[src/core/lbm_pkg.sv]
// Package: register map, reset values and timing for the leaky bucket monitor
package lbm_pkg;
  // Printed offsets are indices; byte address is four times the index
  localparam logic [7:0]  IDX_RAISE_LEVEL   = 8'h50;
  localparam logic [7:0]  IDX_CLEAR_LEVEL   = 8'h51;
  localparam logic [7:0]  IDX_CAPACITY      = 8'h52;
  localparam logic [7:0]  IDX_DECAY_RATE    = 8'h53;
  localparam logic [11:0] ADDR_RAISE_LEVEL  = {2'h0, IDX_RAISE_LEVEL, 2'h0};
  localparam logic [11:0] ADDR_CLEAR_LEVEL  = {2'h0, IDX_CLEAR_LEVEL, 2'h0};
  localparam logic [11:0] ADDR_CAPACITY     = {2'h0, IDX_CAPACITY, 2'h0};
  localparam logic [11:0] ADDR_DECAY_RATE   = {2'h0, IDX_DECAY_RATE, 2'h0};
  localparam logic [11:0] ADDR_STATUS       = 12'h200;
  localparam logic [11:0] ADDR_IRQ_STATUS   = 12'h204;
  localparam logic [11:0] ADDR_IRQ_ENABLE   = 12'h208;
  localparam logic [11:0] ADDR_IRQ_CLEAR    = 12'h20C;

  localparam logic [7:0]  RST_RAISE_LEVEL   = 8'h06;
  localparam logic [7:0]  RST_CLEAR_LEVEL   = 8'h04;
  localparam logic [7:0]  RST_CAPACITY      = 8'h08;
  localparam logic [1:0]  RST_DECAY_RATE    = 2'h0;

  // Window timing
  localparam longint WINDOW_MS      = 128;
  localparam longint CLK_HZ         = 25000000;
  localparam longint WINDOW_CYCLES  = (WINDOW_MS * CLK_HZ) / 1000;

  // Interrupt bit positions
  localparam int IRQ_RAISED  = 0;
  localparam int IRQ_CLEARED = 1;
  localparam int IRQ_WINDOW  = 2;
  localparam int IRQ_W       = 3;

  typedef struct packed {
    logic [7:0] raise_level;
    logic [7:0] clear_level;
    logic [7:0] capacity;
    logic [1:0] decay_rate;
  } lbm_cfg_s;

  typedef struct packed {
    logic       window_end;
    logic       alarm_set;
    logic       alarm_clr;
  } lbm_evt_s;
endpackage

[src/core/lbm_monitor.sv]
// Leaky bucket activity monitor with APB register access and interrupt
//
// Summary of operation
// RULE1: Every 128 ms window in which the input was failed or erratic adds one to the accumulator.
// RULE2: With no failure, the accumulator loses one per decay period of 1, 2, 4 or 8 windows.
// RULE3: A set alarm clears once the accumulator drains to the clear level, default 4.
// RULE4: The accumulator never exceeds the capacity, 1 to 255, default 8.
// RULE5: The alarm is raised when the accumulator reaches the raise level, default 6.
// RULE6: The accumulator holds at zero while the input stays good.
//
// Added by the designer: register access over APB.
`timescale 1ns/1ns
module lbm_monitor #(
  parameter longint WINDOW_CYCLES = lbm_pkg::WINDOW_CYCLES
) (
  input  wire logic        pclk,
  input  wire logic        presetn,
  input  wire logic        psel,
  input  wire logic        penable,
  input  wire logic        pwrite,
  input  wire logic [11:0] paddr,
  input  wire logic [31:0] pwdata,
  output logic      [31:0] prdata,
  output logic             pready,
  output logic             pslverr,
  input  wire logic        ref_fault,
  output logic             inactivity_alarm,
  output logic      [7:0]  bucket_level,
  output logic             irq
);
  typedef enum logic [1:0] {
    LBM_IDLE   = 2'b00,
    LBM_ACCESS = 2'b01
  } lbm_bus_e;

  typedef struct packed {
    lbm_bus_e                  bus;
    logic [31:0]               prdata;
    logic                      pready;
    logic                      pslverr;
    lbm_pkg::lbm_cfg_s         cfg;
    logic [7:0]                acc;
    logic                      alarm;
    logic                      fault_seen;
    logic [2:0]                decay_cnt;
    logic [lbm_pkg::IRQ_W-1:0] irq_stat;
    logic [lbm_pkg::IRQ_W-1:0] irq_en;
    logic                      irq;
  } lbm_state_s;

  lbm_state_s s_q;
  lbm_state_s s_d;
  logic       tick;

  lbm_window_timer #(
    .PERIOD (WINDOW_CYCLES)
  ) u_timer (
    .pclk    (pclk),
    .presetn (presetn),
    .tick    (tick)
  );

  always_comb begin
    logic                      wr;
    logic                      rd;
    logic [7:0]                acc_n;
    logic [2:0]                decay_lim;
    lbm_pkg::lbm_evt_s         evt;
    logic [lbm_pkg::IRQ_W-1:0] clr;
    logic [lbm_pkg::IRQ_W-1:0] setv;
    wr        = 1'b0;
    rd        = 1'b0;
    acc_n     = 8'h00;
    decay_lim = 3'h0;
    evt       = '0;
    clr       = '0;
    setv      = '0;
    s_d       = s_q;
    s_d.pready  = 1'b0;
    s_d.pslverr = 1'b0;

    // APB slave: one wait state, answer in access phase
    case (s_q.bus)
      LBM_IDLE: begin
        if (psel && !penable) begin
          s_d.bus = LBM_ACCESS;
        end
      end
      LBM_ACCESS: begin
        if (psel && penable && !s_q.pready) begin
          s_d.pready = 1'b1;
          wr         = pwrite;
          rd         = !pwrite;
        end else if (s_q.pready) begin
          s_d.bus = LBM_IDLE;
        end
      end
      default: begin
        s_d.bus = LBM_IDLE;
      end
    endcase

    if (wr || rd) begin
      s_d.prdata = 32'h0;
      if (paddr == lbm_pkg::ADDR_RAISE_LEVEL) begin
        s_d.prdata = {24'h0, s_q.cfg.raise_level};
        if (wr) s_d.cfg.raise_level = pwdata[7:0];
      end else if (paddr == lbm_pkg::ADDR_CLEAR_LEVEL) begin
        s_d.prdata = {24'h0, s_q.cfg.clear_level};
        if (wr) s_d.cfg.clear_level = pwdata[7:0];
      end else if (paddr == lbm_pkg::ADDR_CAPACITY) begin
        s_d.prdata = {24'h0, s_q.cfg.capacity};
        // Capacity of zero is not allowed; write ignored
        if (wr && pwdata[7:0] != 8'h00) s_d.cfg.capacity = pwdata[7:0];
      end else if (paddr == lbm_pkg::ADDR_DECAY_RATE) begin
        s_d.prdata = {30'h0, s_q.cfg.decay_rate};
        if (wr) s_d.cfg.decay_rate = pwdata[1:0];
      end else if (paddr == lbm_pkg::ADDR_STATUS) begin
        s_d.prdata = {15'h0, s_q.fault_seen, 7'h0, s_q.alarm, s_q.acc};
        s_d.pslverr = wr;
      end else if (paddr == lbm_pkg::ADDR_IRQ_STATUS) begin
        s_d.prdata = {29'h0, s_q.irq_stat};
        s_d.pslverr = wr;
      end else if (paddr == lbm_pkg::ADDR_IRQ_ENABLE) begin
        s_d.prdata = {29'h0, s_q.irq_en};
        if (wr) s_d.irq_en = pwdata[lbm_pkg::IRQ_W-1:0];
      end else if (paddr == lbm_pkg::ADDR_IRQ_CLEAR) begin
        if (wr) clr = pwdata[lbm_pkg::IRQ_W-1:0];
      end else begin
        s_d.pslverr = 1'b1;
      end
    end

    // Fault seen at any time during the current window
    if (ref_fault) s_d.fault_seen = 1'b1;

    // Decay period in windows
    case (s_q.cfg.decay_rate)
      2'h0:    decay_lim = 3'h0;
      2'h1:    decay_lim = 3'h1;
      2'h2:    decay_lim = 3'h3;
      default: decay_lim = 3'h7;
    endcase

    acc_n = s_q.acc;
    if (tick) begin
      evt.window_end = 1'b1;
      s_d.fault_seen = ref_fault;
      if (s_q.fault_seen || ref_fault) begin
        s_d.decay_cnt = 3'h0;
        if (s_q.acc < s_q.cfg.capacity) begin // RULE1
          acc_n = s_q.acc + 8'h01;
        end else begin
          acc_n = s_q.cfg.capacity; // RULE4
        end
      end else if (s_q.decay_cnt >= decay_lim) begin
        s_d.decay_cnt = 3'h0;
        if (s_q.acc != 8'h00) begin // RULE6
          acc_n = s_q.acc - 8'h01; // RULE2
        end
      end else begin
        s_d.decay_cnt = s_q.decay_cnt + 3'h1; // RULE2
      end
    end
    // Capacity lowered below the level clamps at once
    if (acc_n > s_q.cfg.capacity) begin
      acc_n = s_q.cfg.capacity; // RULE4
    end
    s_d.acc = acc_n;

    if (!s_q.alarm && acc_n >= s_q.cfg.raise_level && tick) begin
      s_d.alarm     = 1'b1; // RULE5
      evt.alarm_set = 1'b1;
    end else if (s_q.alarm && acc_n <= s_q.cfg.clear_level && tick) begin
      s_d.alarm     = 1'b0; // RULE3
      evt.alarm_clr = 1'b1;
    end

    setv[lbm_pkg::IRQ_RAISED]  = evt.alarm_set;
    setv[lbm_pkg::IRQ_CLEARED] = evt.alarm_clr;
    setv[lbm_pkg::IRQ_WINDOW]  = evt.window_end;
    // Set wins over clear
    s_d.irq_stat = (s_q.irq_stat & ~clr) | setv;
    s_d.irq      = |(s_d.irq_stat & s_d.irq_en);
  end

  always_ff @(posedge pclk or negedge presetn) begin
    if (!presetn) begin
      s_q                 <= '0;
      s_q.bus             <= LBM_IDLE;
      s_q.cfg.raise_level <= lbm_pkg::RST_RAISE_LEVEL;
      s_q.cfg.clear_level <= lbm_pkg::RST_CLEAR_LEVEL;
      s_q.cfg.capacity    <= lbm_pkg::RST_CAPACITY;
      s_q.cfg.decay_rate  <= lbm_pkg::RST_DECAY_RATE;
    end else begin
      s_q <= s_d;
    end
  end

  assign prdata           = s_q.prdata;
  assign pready           = s_q.pready;
  assign pslverr          = s_q.pslverr;
  assign inactivity_alarm = s_q.alarm;
  assign bucket_level     = s_q.acc;
  assign irq              = s_q.irq;
endmodule

[src/core/lbm_window_timer.sv]
// Window timer: one-cycle pulse at the end of each monitoring window
`timescale 1ns/1ns
module lbm_window_timer #(
  parameter longint PERIOD = lbm_pkg::WINDOW_CYCLES
) (
  input  wire logic pclk,
  input  wire logic presetn,
  output logic      tick
);
  typedef struct packed {
    logic [31:0] cnt;
    logic        tick;
  } lbm_tmr_s;

  lbm_tmr_s s_q;
  lbm_tmr_s s_d;

  always_comb begin
    s_d      = s_q;
    s_d.tick = 1'b0;
    if (s_q.cnt == 32'(PERIOD - 1)) begin
      s_d.cnt  = 32'h0;
      s_d.tick = 1'b1;
    end else begin
      s_d.cnt = s_q.cnt + 32'h1;
    end
  end

  always_ff @(posedge pclk or negedge presetn) begin
    if (!presetn) begin
      s_q <= '0;
    end else begin
      s_q <= s_d;
    end
  end

  assign tick = s_q.tick;
endmodule

[config.mk]
export PLATFORM = sky130hd
export DESIGN_NAME = lbm_monitor
export DESIGN_NICKNAME = d
export VERILOG_FILES = /design/src/core/lbm_pkg.sv /design/src/core/lbm_monitor.sv /design/src/core/lbm_window_timer.sv
export SDC_FILE = /design/constraint.sdc
export NUM_CORES = 1
export LEC_CHECK = 0
export BUFFER_PORTS_ARGS = -buffer_cell sky130_fd_sc_hd__buf_2
export CORE_UTILIZATION = 58
export DETAILED_ROUTE_END_ITERATION = 6
export PLACE_DENSITY = 0.81
export SLEW_MARGIN = 40
export SYNTH_ARGS = -nofsm -noshare
export SYNTH_HDL_FRONTEND = slang
export SYNTH_SLANG_ARGS = --single-unit
[constraint.sdc]
create_clock -name pclk -period 6.7 [get_ports pclk]
set_input_delay 1.005 -clock pclk [delete_from_list [all_inputs] [get_ports pclk]]
set_output_delay 1.005 -clock pclk [all_outputs]
set_load 0.05 [all_outputs]
==> load_flow_metrics.sql, run 1 <==
INSERT INTO impl_metrics (metric_group, metric, value, unit) VALUES
('placed_design', 'detailed_place_hpwl', '10.7', 'mm'),
('critical_path', 'worst-r2r-setup-slack', '0.94', 'ns'),
('clock_tree', 'cts_sinks', '92', ''),
('sta', 'worst-slew-pin-transition', '0.714', 'ns'),
('pwr', 'power_density', '287', 'nW/µm²'),
('yosys', 'post_synth_num_cell_types', '61', ''),
('outcome', 'status', 'finished clean', ''),
('yosys', 'synth_edf_count', '0', ''),
('floorplanning', 'dieArea', '10600', 'µm²'),
('clock_tree', 'clkTransAtPathRegs', '0.10', 'ns'),
('worst_hold_path', 'timing.hold.worst.class', 'reg -> reg', ''),
('critical_path', 'ff2ff_path_depth', '22', ''),
('critical_path', 'timing.critical_path.to_type', 'flop', ''),
('pwr', 'vdd_drop_max', '0.152', 'mV'),
('run', 'cap_viol_max_count', '0', ''),
('critical_path', 'startpoint_of_the_most_critical_register_to_register_path', 's_q[21]$_DFFE_PN0P_', ''),
('sta', 'report.final.setup_viol', '0', ''),
('clock_tree', 'cts_setup_buffers', '0', ''),
('sta', 'slew_violations', '0', ''),
('yosys', 'postSynthRegisterBits', '92', ''),
('critical_path', 'crit_top_cell', 'ha_1', ''),
('clock_tree', 'clock_tree.root_cell', 'clkbuf_8', ''),
('drt', 'detail_route.wl_per_cell', '17.4', 'µm'),
('drt', 'drt.antenna.violating_nets', '0', ''),
('global_routing', 'first_pass_grt_wire_length', '22.5', 'mm'),
('worst_hold_path', 'min_from', 'u_timer.s_q[7]$_DFF_PN0_', ''),
('yosys', 'synth_async_sr_flop_share', '100', '%'),
('critical_path', 'worstPathCellList', 'or2_2 -> ha_1 -> nor2b_1 -> o21ai_1 -> nand4b_1 -> xnor2_1 -> nand2_1 -> a31oi_1 -> ha_1 -> a21o_1 -> a21oi_1 -> o2111a_1 -> or2_2 -> inv_1 -> o22ai_1 -> ha_1 -> a211o_1 -> a31oi_1 -> o21a_1 -> o21ai_0 -> and2_1 -> a221o_1', ''),
('sta', 'setup_tns', '0', 'ns'),
('critical_path', 'start_kind', 'flop', ''),
('yosys', 'ys_seq_area_share', '39.0', '%'),
('cells_and_area', 'layout.filler_cells', '833', ''),
('critical_path', 'slowest_stage', 'o21ai_1', ''),
('critical_path', 'worstPathMaxFanout', '15', ''),
('floorplanning', 'fp.dieH', '103', 'µm'),
('cells_and_area', 'syn_to_final_growth', '5.69', '%'),
('sta', 'timing.clock.skew', '0.0166', 'ns'),
('yosys', 'syn_inst', '652', ''),
('floorplanning', 'initial_utilization', '60.2', '%'),
('critical_path', 'reg2reg_capture_point', 'irq$_DFF_PN0_', ''),
('clock_tree', 'tritoncts', 'yes', ''),
('sta', 'hold_violations', '0', ''),
('drt', 'drt_pass1_iterations', '5', ''),
('clock_tree', 'insertion_delay_of_the_later_clocked_pin_in_the_worst_skew_pair', '0.36', 'ns'),
('cells_and_area', 'final_common_cell', 'dfrtp_1', ''),
('floorplanning', 'ios', '94', ''),
('worst_hold_path', 'hold-path-endpoint', 'u_timer.s_q[7]$_DFF_PN0_', ''),
('cells_and_area', 'area_of_the_multi_input_gates', '3170', 'µm²'),
('critical_path', 'crit_path_max_incr_delay', '0.50', 'ns'),
('drt', 'postRouteWirelength', '14.0', 'mm'),
('cells_and_area', 'most-common-layout-cells', '88 x dfrtp_1, 67 x nand2_1, 58 x o21ai_0, 46 x buf_2, 44 x nor2_1', ''),
('global_routing', 'antenna_found_initial', '0', ''),
('cells_and_area', 'post_route_cells_drive_above_1_share', '15.1', '%'),
('yosys', 'mappedNetlistArea', '5910', 'µm²'),
('sta', 'worst_max_slew_margin_expressed_relative_to_the_limit', '52.2', '%'),
('worst_hold_path', 'hold_path_depth', '1', ''),
('placed_design', 'place_congestion', '0.880', ''),
('sta', 'post-route-period-util', '86.0', '%'),
('drt', 'drt_iter0_markers', '285', ''),
('clock_tree', 'ctsHtreeMaxLevel', '3', ''),
('pwr', 'leakagePower', '2.90', 'nW'),
('yosys', 'synth-warning-count', '0', ''),
('clock_tree', 'post_cts.resized_instances', '0', ''),
('critical_path', 'cp.arrival', '6.00', 'ns'),
('clock_tree', 'numCtsBuffers', '9', ''),
('drt', 'vias', '4905', ''),
('global_routing', 'grt_pass1_vias', '4619', ''),
('critical_path', 'worstPathRequired', '6.94', 'ns'),
('cells_and_area', 'final_nets', '759', ''),
('sta', 'fin_hold_ws', '0.465', 'ns'),
('global_routing', 'global_route.overflow_total', '0', '');
## worst max-delay path, delay by kind of cell, from the launching register on
family,cells,cell delay [ns]
buffers and inverters,1,0.09
AO/OA/AOI/OAI,11,2.85
adder cells (fa/ha/maj),3,0.89
flip-flops,1,0.41
AND/OR/NAND/NOR,6,1.22
XOR/XNOR,1,0.17
## worst max path at each step
stage | startpoint | endpoint | cells after the start
floorplan | ref_fault | irq$_DFF_PN0_ | 21
global placement | s_q[21]$_DFFE_PN0P_ | irq$_DFF_PN0_ | 22
detailed placement | s_q[20]$_DFFE_PN0P_ | irq$_DFF_PN0_ | 22
CTS | s_q[21]$_DFFE_PN0P_ | irq$_DFF_PN0_ | 22
global route | s_q[21]$_DFFE_PN0P_ | irq$_DFF_PN0_ | 22
finish | s_q[21]$_DFFE_PN0P_ | irq$_DFF_PN0_ | 22
## layout make-up
type / instances / share of cell area, %
timing repair buffer: 51 / 4.35
multi-input combinational: 480 / 50.8
antenna: 1 / 0.0401
clock inverter: 6 / 1.04
clock buffer: 10 / 2.04
sequential: 92 / 36.9
inverter: 36 / 2.16
tap: 133 / 2.66
## registers in the layout, indices dropped and copies added, names as in the netlist
signal	cells
s_q	37
u_timer.s_q	32
prdata	10
bucket_level	8
inactivity_alarm	1
irq	1
pready	1
pslverr	1
u_timer.tick	1
## metrics by stage
| step | util (%) | std cells | worst slack (ns) | instance area [µm²] |
|---|---|---|---|---|
| after global placement | 61.4 | 792 | 1.15 | 6030 |
| after floorplan | - | 673 | 1.57 | 5990 |
| after detailed placement | 61.6 | 792 | 1.03 | 6050 |
| after global routing | 63.6 | 808 | 0.563 | 6240 |
| after CTS | 63.5 | 808 | 1.00 | 6240 |
| final | 63.6 | 809 | 0.941 | 6250 |
## metal layers
metal  vias up  routed length [µm]  GRT usage [%]
li1       2311                   -              -
met1      2379                5830           35.3
met2       176                6930           46.6
met3        39                 760           5.08
met4         0                 518           15.1
met5         -                   0              0
## cell families (layout without fill, tap and decap cells)
group | count (synthesis) | count (layout) | share of synthesized area, %
other | 1 | 23 | 0.0634
multiplexers | 20 | 20 | 3.79
buffers and inverters | 101 | 103 | 8.98
AO/OA/AOI/OAI | 145 | 145 | 15.7
AND/OR/NAND/NOR | 223 | 223 | 19.6
flip-flops | 92 | 92 | 39.0
adder cells (fa/ha/maj) | 39 | 39 | 8.26
XOR/XNOR | 31 | 31 | 4.59
## power breakdown
group / switching, mW / total (mW) / leakage, nW / internal, mW
clock network: 0.195 / 0.367 / 0.0962 / 0.173
logic: 0.520 / 0.778 / 1.64 / 0.258
registers: 0.0560 / 0.645 / 1.16 / 0.589
## cells in the mapped netlist (13+ instances only)
library cell | count | area share (%)
clkbuf_1 | 21 | 1.3
nor2_1 | 44 | 2.8
ha_1 | 39 | 8.3
nor3_1 | 13 | 1.1
buf_4 | 40 | 5.1
a21oi_1 | 20 | 1.7
nand4_1 | 15 | 1.6
o21ai_0 | 58 | 4.9
xnor2_1 | 22 | 3.3
dfrtp_1 | 88 | 37
nand3_1 | 25 | 2.1
mux2_2 | 15 | 2.9
nand2_1 | 67 | 4.3
inv_1 | 35 | 2.2
No activity file was read; power rests on OpenSTA's default activity.
==> run 2: changes to the inputs <==
- CTS_CLUSTER_DIAMETER: not set -> 30
- SYNTH_HIERARCHICAL: not set -> 1
==> load_flow_metrics.sql, run 2 <==
INSERT INTO impl_metrics (metric_group, metric, value, unit) VALUES
('drt', 'remaining_drc_errors', '0', ''),
('outcome', 'status', 'finished clean', ''),
('yosys', 'synth.most_common_cell', 'dfrtp_1', ''),
('yosys', 'synth_edf_count', '0', ''),
('clock_tree', 'insertion_delay_of_the_later_clocked_pin_in_the_worst_skew_pair', '0.39', 'ns'),
('floorplanning', 'floorplan.rows', '37', ''),
('critical_path', 'crit_path_max_incr_delay', '0.58', 'ns'),
('clock_tree', 'max_clock_buf_depth', '2', ''),
('cells_and_area', 'largest_register', 's_q', ''),
('sta', 'slew_violations', '0', ''),
('drt', 'avgViaCountPerCell', '6.35', ''),
('placed_design', 'place_worst_setup_slack', '1.00', 'ns'),
('floorplanning', 'ios', '94', ''),
('critical_path', 'crit_top_cell', 'ha_1', ''),
('pwr', 'p_comb_share', '14.0', '%'),
('yosys', 'yosysTopAreaCell', 'dfrtp_1', ''),
('drt', 'detail_route.wl_per_cell', '18.5', 'µm'),
('global_routing', 'antenna_found_initial', '0', ''),
('floorplanning', 'initial_utilization', '59.8', '%'),
('sta', 'rsz0062_at_grt', 'false', ''),
('critical_path', 'cp.arrival', '6.13', 'ns'),
('critical_path', 'worstPathCellList', 'inv_1 -> ha_1 -> and4_1 -> o21ai_0 -> o211a_1 -> nor2_1 -> a211oi_1 -> o31ai_1 -> ha_1 -> a21oi_1 -> o21ai_0 -> o22ai_1 -> mux2_2 -> a31oi_1 -> ha_1 -> and3_1 -> nand4_1 -> a21o_1 -> a31oi_1 -> a22o_1 -> a221o_1', ''),
('sta', 'fmax', '0.170', 'GHz'),
('cells_and_area', 'layout.filler_cells', '827', ''),
('sta', 'hold_violations', '0', ''),
('placed_design', 'detailed_place_hpwl', '11.0', 'mm'),
('clock_tree', 'holdBufCountCts', '0', ''),
('sta', 'post-route-period-util', '87.5', '%'),
('sta', 'worst-slew-pin-transition', '0.790', 'ns'),
('yosys', 'post_synth_num_cell_types', '77', ''),
('yosys', 'mappedNetlistArea', '6170', 'µm²'),
('yosys', 'yosys.area.top_type_share', '35.7', '%'),
('yosys', 'predominant_post_synthesis_flop_cell', 'dfrtp_1', ''),
('global_routing', 'grt_pass1_vias', '5032', ''),
('sta', 'min_period', '5.87', 'ns'),
('yosys', 'synth-warning-count', '6', ''),
('global_routing', 'global_route.overflow_total', '0', ''),
('floorplanning', 'floorplan.core_area', '10300', 'µm²'),
('placed_design', 'place_congestion', '0.914', ''),
('critical_path', 'worstPathRequired', '6.96', 'ns'),
('floorplanning', 'fp.dieH', '105', 'µm'),
('pwr', 'switching_share', '30.2', '%'),
('yosys', 'synth_async_sr_flop_share', '100', '%'),
('global_routing', 'overall_track_demand_over_capacity_in_global_routing', '28.7', '%'),
('sta', 'timing.clock.skew', '0.0106', 'ns'),
('clock_tree', 'cts_setup_buffers', '0', ''),
('clock_tree', 'clkTransAtPathRegs', '0.09', 'ns'),
('drt', 'drt_pass1_iterations', '7', ''),
('cells_and_area', 'most-common-layout-cells', '87 x dfrtp_1, 53 x nand2_1, 46 x buf_2, 40 x o21ai_0, 39 x ha_1', ''),
('pwr', 'share_seq_of_total_power', '49.4', '%'),
('yosys', 'syn_inst', '652', ''),
('drt', 'drt_iter0_markers', '605', ''),
('critical_path', 'worst-setup-path-type', 'reg -> reg', ''),
('sta', 'worst_max_slew_margin_expressed_relative_to_the_limit', '46.7', '%'),
('pwr', 'leakagePower', '2.90', 'nW'),
('global_routing', 'pin_count_of_the_biggest_net_entering_global_routing', '85', ''),
('pwr', 'vdd_drop_max', '0.132', 'mV'),
('drt', 'drt.antenna.violating_nets', '0', ''),
('cells_and_area', 'antenna_cells', '0', ''),
('pwr', 'power.share.clock', '36.6', '%'),
('floorplanning', 'die_w', '105', 'µm'),
('drt', 'vias', '5173', ''),
('clock_tree', 'ctsHtreeMaxLevel', '3', ''),
('yosys', 'postSynthRegisterBits', '92', ''),
('clock_tree', 'post_cts.resized_instances', '0', ''),
('cells_and_area', 'syn_to_final_growth', '5.72', '%'),
('yosys', 'synth.area.top_cells', 'dfrtp_1 36%, ha_1 7.9%, buf_4 4.9%', ''),
('yosys', 'synth.cells.most_frequent', '88 x dfrtp_1, 53 x nand2_1, 40 x buf_4, 40 x o21ai_0, 39 x ha_1', ''),
('drt', 'postRouteWirelength', '15.1', 'mm'),
('critical_path', 'slowest_stage', 'dfstp_2', ''),
('clock_tree', 'numCtsBuffers', '9', ''),
('cells_and_area', 'largest_register_ff_count', '37', ''),
('sta', 'report.final.setup_viol', '0', ''),
('cells_and_area', 'final_nets', '763', ''),
('worst_hold_path', 'timing.hold.worst.class', 'in -> async', ''),
('clock_tree', 'cts_sinks', '92', ''),
('clock_tree', 'tritoncts', 'yes', ''),
('sta', 'postLayoutSetupSlackWorst', '0.834', 'ns'),
('sta', 'setup_tns', '0', 'ns'),
('critical_path', 'start_kind', 'flop', ''),
('pwr', 'p_sw', '0.356', 'mW'),
('floorplanning', 'dieArea', '11100', 'µm²'),
('yosys', 'ys_seq_area_share', '37.4', '%'),
('cells_and_area', 'final_common_cell', 'dfrtp_1', ''),
('pwr', 'power_density', '181', 'nW/µm²'),
('global_routing', 'first_pass_grt_wire_length', '24.9', 'mm'),
('placed_design', 'portbufs', '47', ''),
('pwr', 'internal-power', '0.824', 'mW'),
('yosys', 'synth.avg_cell_area', '9.47', 'µm²'),
('clock_tree', 'clock_tree.root_cell', 'clkbuf_8', ''),
('cells_and_area', 'post_route_cells_drive_above_1_share', '18.3', '%'),
('critical_path', 'worstPathMaxFanout', '6', ''),
('run', 'cap_viol_max_count', '0', ''),
('critical_path', 'timing.critical_path.to_type', 'flop', '');
[run 2: final cells by class]
| cell class | count | area, µm² | area share (%) |
|---|---|---|---|
| repair buffers | 49 | 259 | 3.97 |
| flip-flops and latches | 92 | 2310 | 35.4 |
| inverters | 38 | 143 | 2.19 |
| multi-input cells | 484 | 3420 | 52.5 |
| well taps | 136 | 170 | 2.61 |
| clock inverters | 6 | 93.8 | 1.44 |
| clock buffers | 10 | 128 | 1.96 |
[run 2: stage by stage]
step | power [mW] | std cells | hold slack, ns | util [%] | instance area (µm²)
4_1_cts | 1.18 | 815 | 0.432 | 63.2 | 6520
5_1_grt | 1.22 | 815 | 0.430 | 63.2 | 6530
3_5_place_dp | 0.757 | 799 | 0.451 | 61.0 | 6300
6_report | 1.18 | 815 | 0.430 | 63.2 | 6530
2_1_floorplan | 0.724 | 673 | 0.440 | - | 6250
3_3_place_gp | 0.750 | 799 | 0.447 | 61.0 | 6300
[run 2: logic make-up after synthesis]
family / after synthesis / share of synthesized area (%)
fa+ha+maj: 39 / 7.91
xor+xnor: 30 / 4.26
mux: 24 / 4.40
simple gates: 220 / 21.4
compound gates: 149 / 16.2
buf+inv: 97 / 8.43
flops: 92 / 37.4
other cells: 1 / 0.0608
[run 2: worst paths after layout]
path | startpoint | end | slack (ns) | depth (start not counted)
worst max register to register | s_q[25]$_DFFE_PN1P_ | irq$_DFF_PN0_ | 0.83 | 21
min in group pclk | prdata[8]$_DFFE_PN0N_ | prdata[8]$_DFFE_PN0N_ | 0.47 | 2
worst max-delay path | s_q[25]$_DFFE_PN1P_ | irq$_DFF_PN0_ | 0.83 | 21
worst min register to register | prdata[8]$_DFFE_PN0N_ | prdata[8]$_DFFE_PN0N_ | 0.47 | 2
max in group asynchronous | presetn | u_timer/tick$_DFF_PN0_ | 5.35 | 2
worst min-delay path | presetn | s_q[8]$_DFFE_PN0P_ | 0.43 | 1
[run 2: critical path, delay by kind of cell (launching register included)]
kind	cells	cell delay [ns]
flip-flops	1	0.58
buffers and inverters	1	0.09
AO/OA/AOI/OAI	12	2.91
AND/OR/NAND/NOR	4	0.85
adder cells (fa/ha/maj)	3	0.92
multiplexers	1	0.40
[run 2: routing by layer]
metal	share of wire, %	track usage (%)	vias up
met5	0	0	-
met4	2.9	12.8	0
met3	7.1	5.36	48
met2	47	45.0	256
met1	43	38.7	2508
li1	-	-	2361
[run 2: power by group through the flow]
stage / Combinational (mW) / Clock, mW / Sequential [mW]
after detailed placement: 0.164 / 0 / 0.593
after global routing: 0.179 / 0.456 / 0.584
after floorplan: 0.134 / 0 / 0.591
final: 0.166 / 0.431 / 0.583
after global placement: 0.158 / 0 / 0.593
after CTS: 0.165 / 0.431 / 0.582
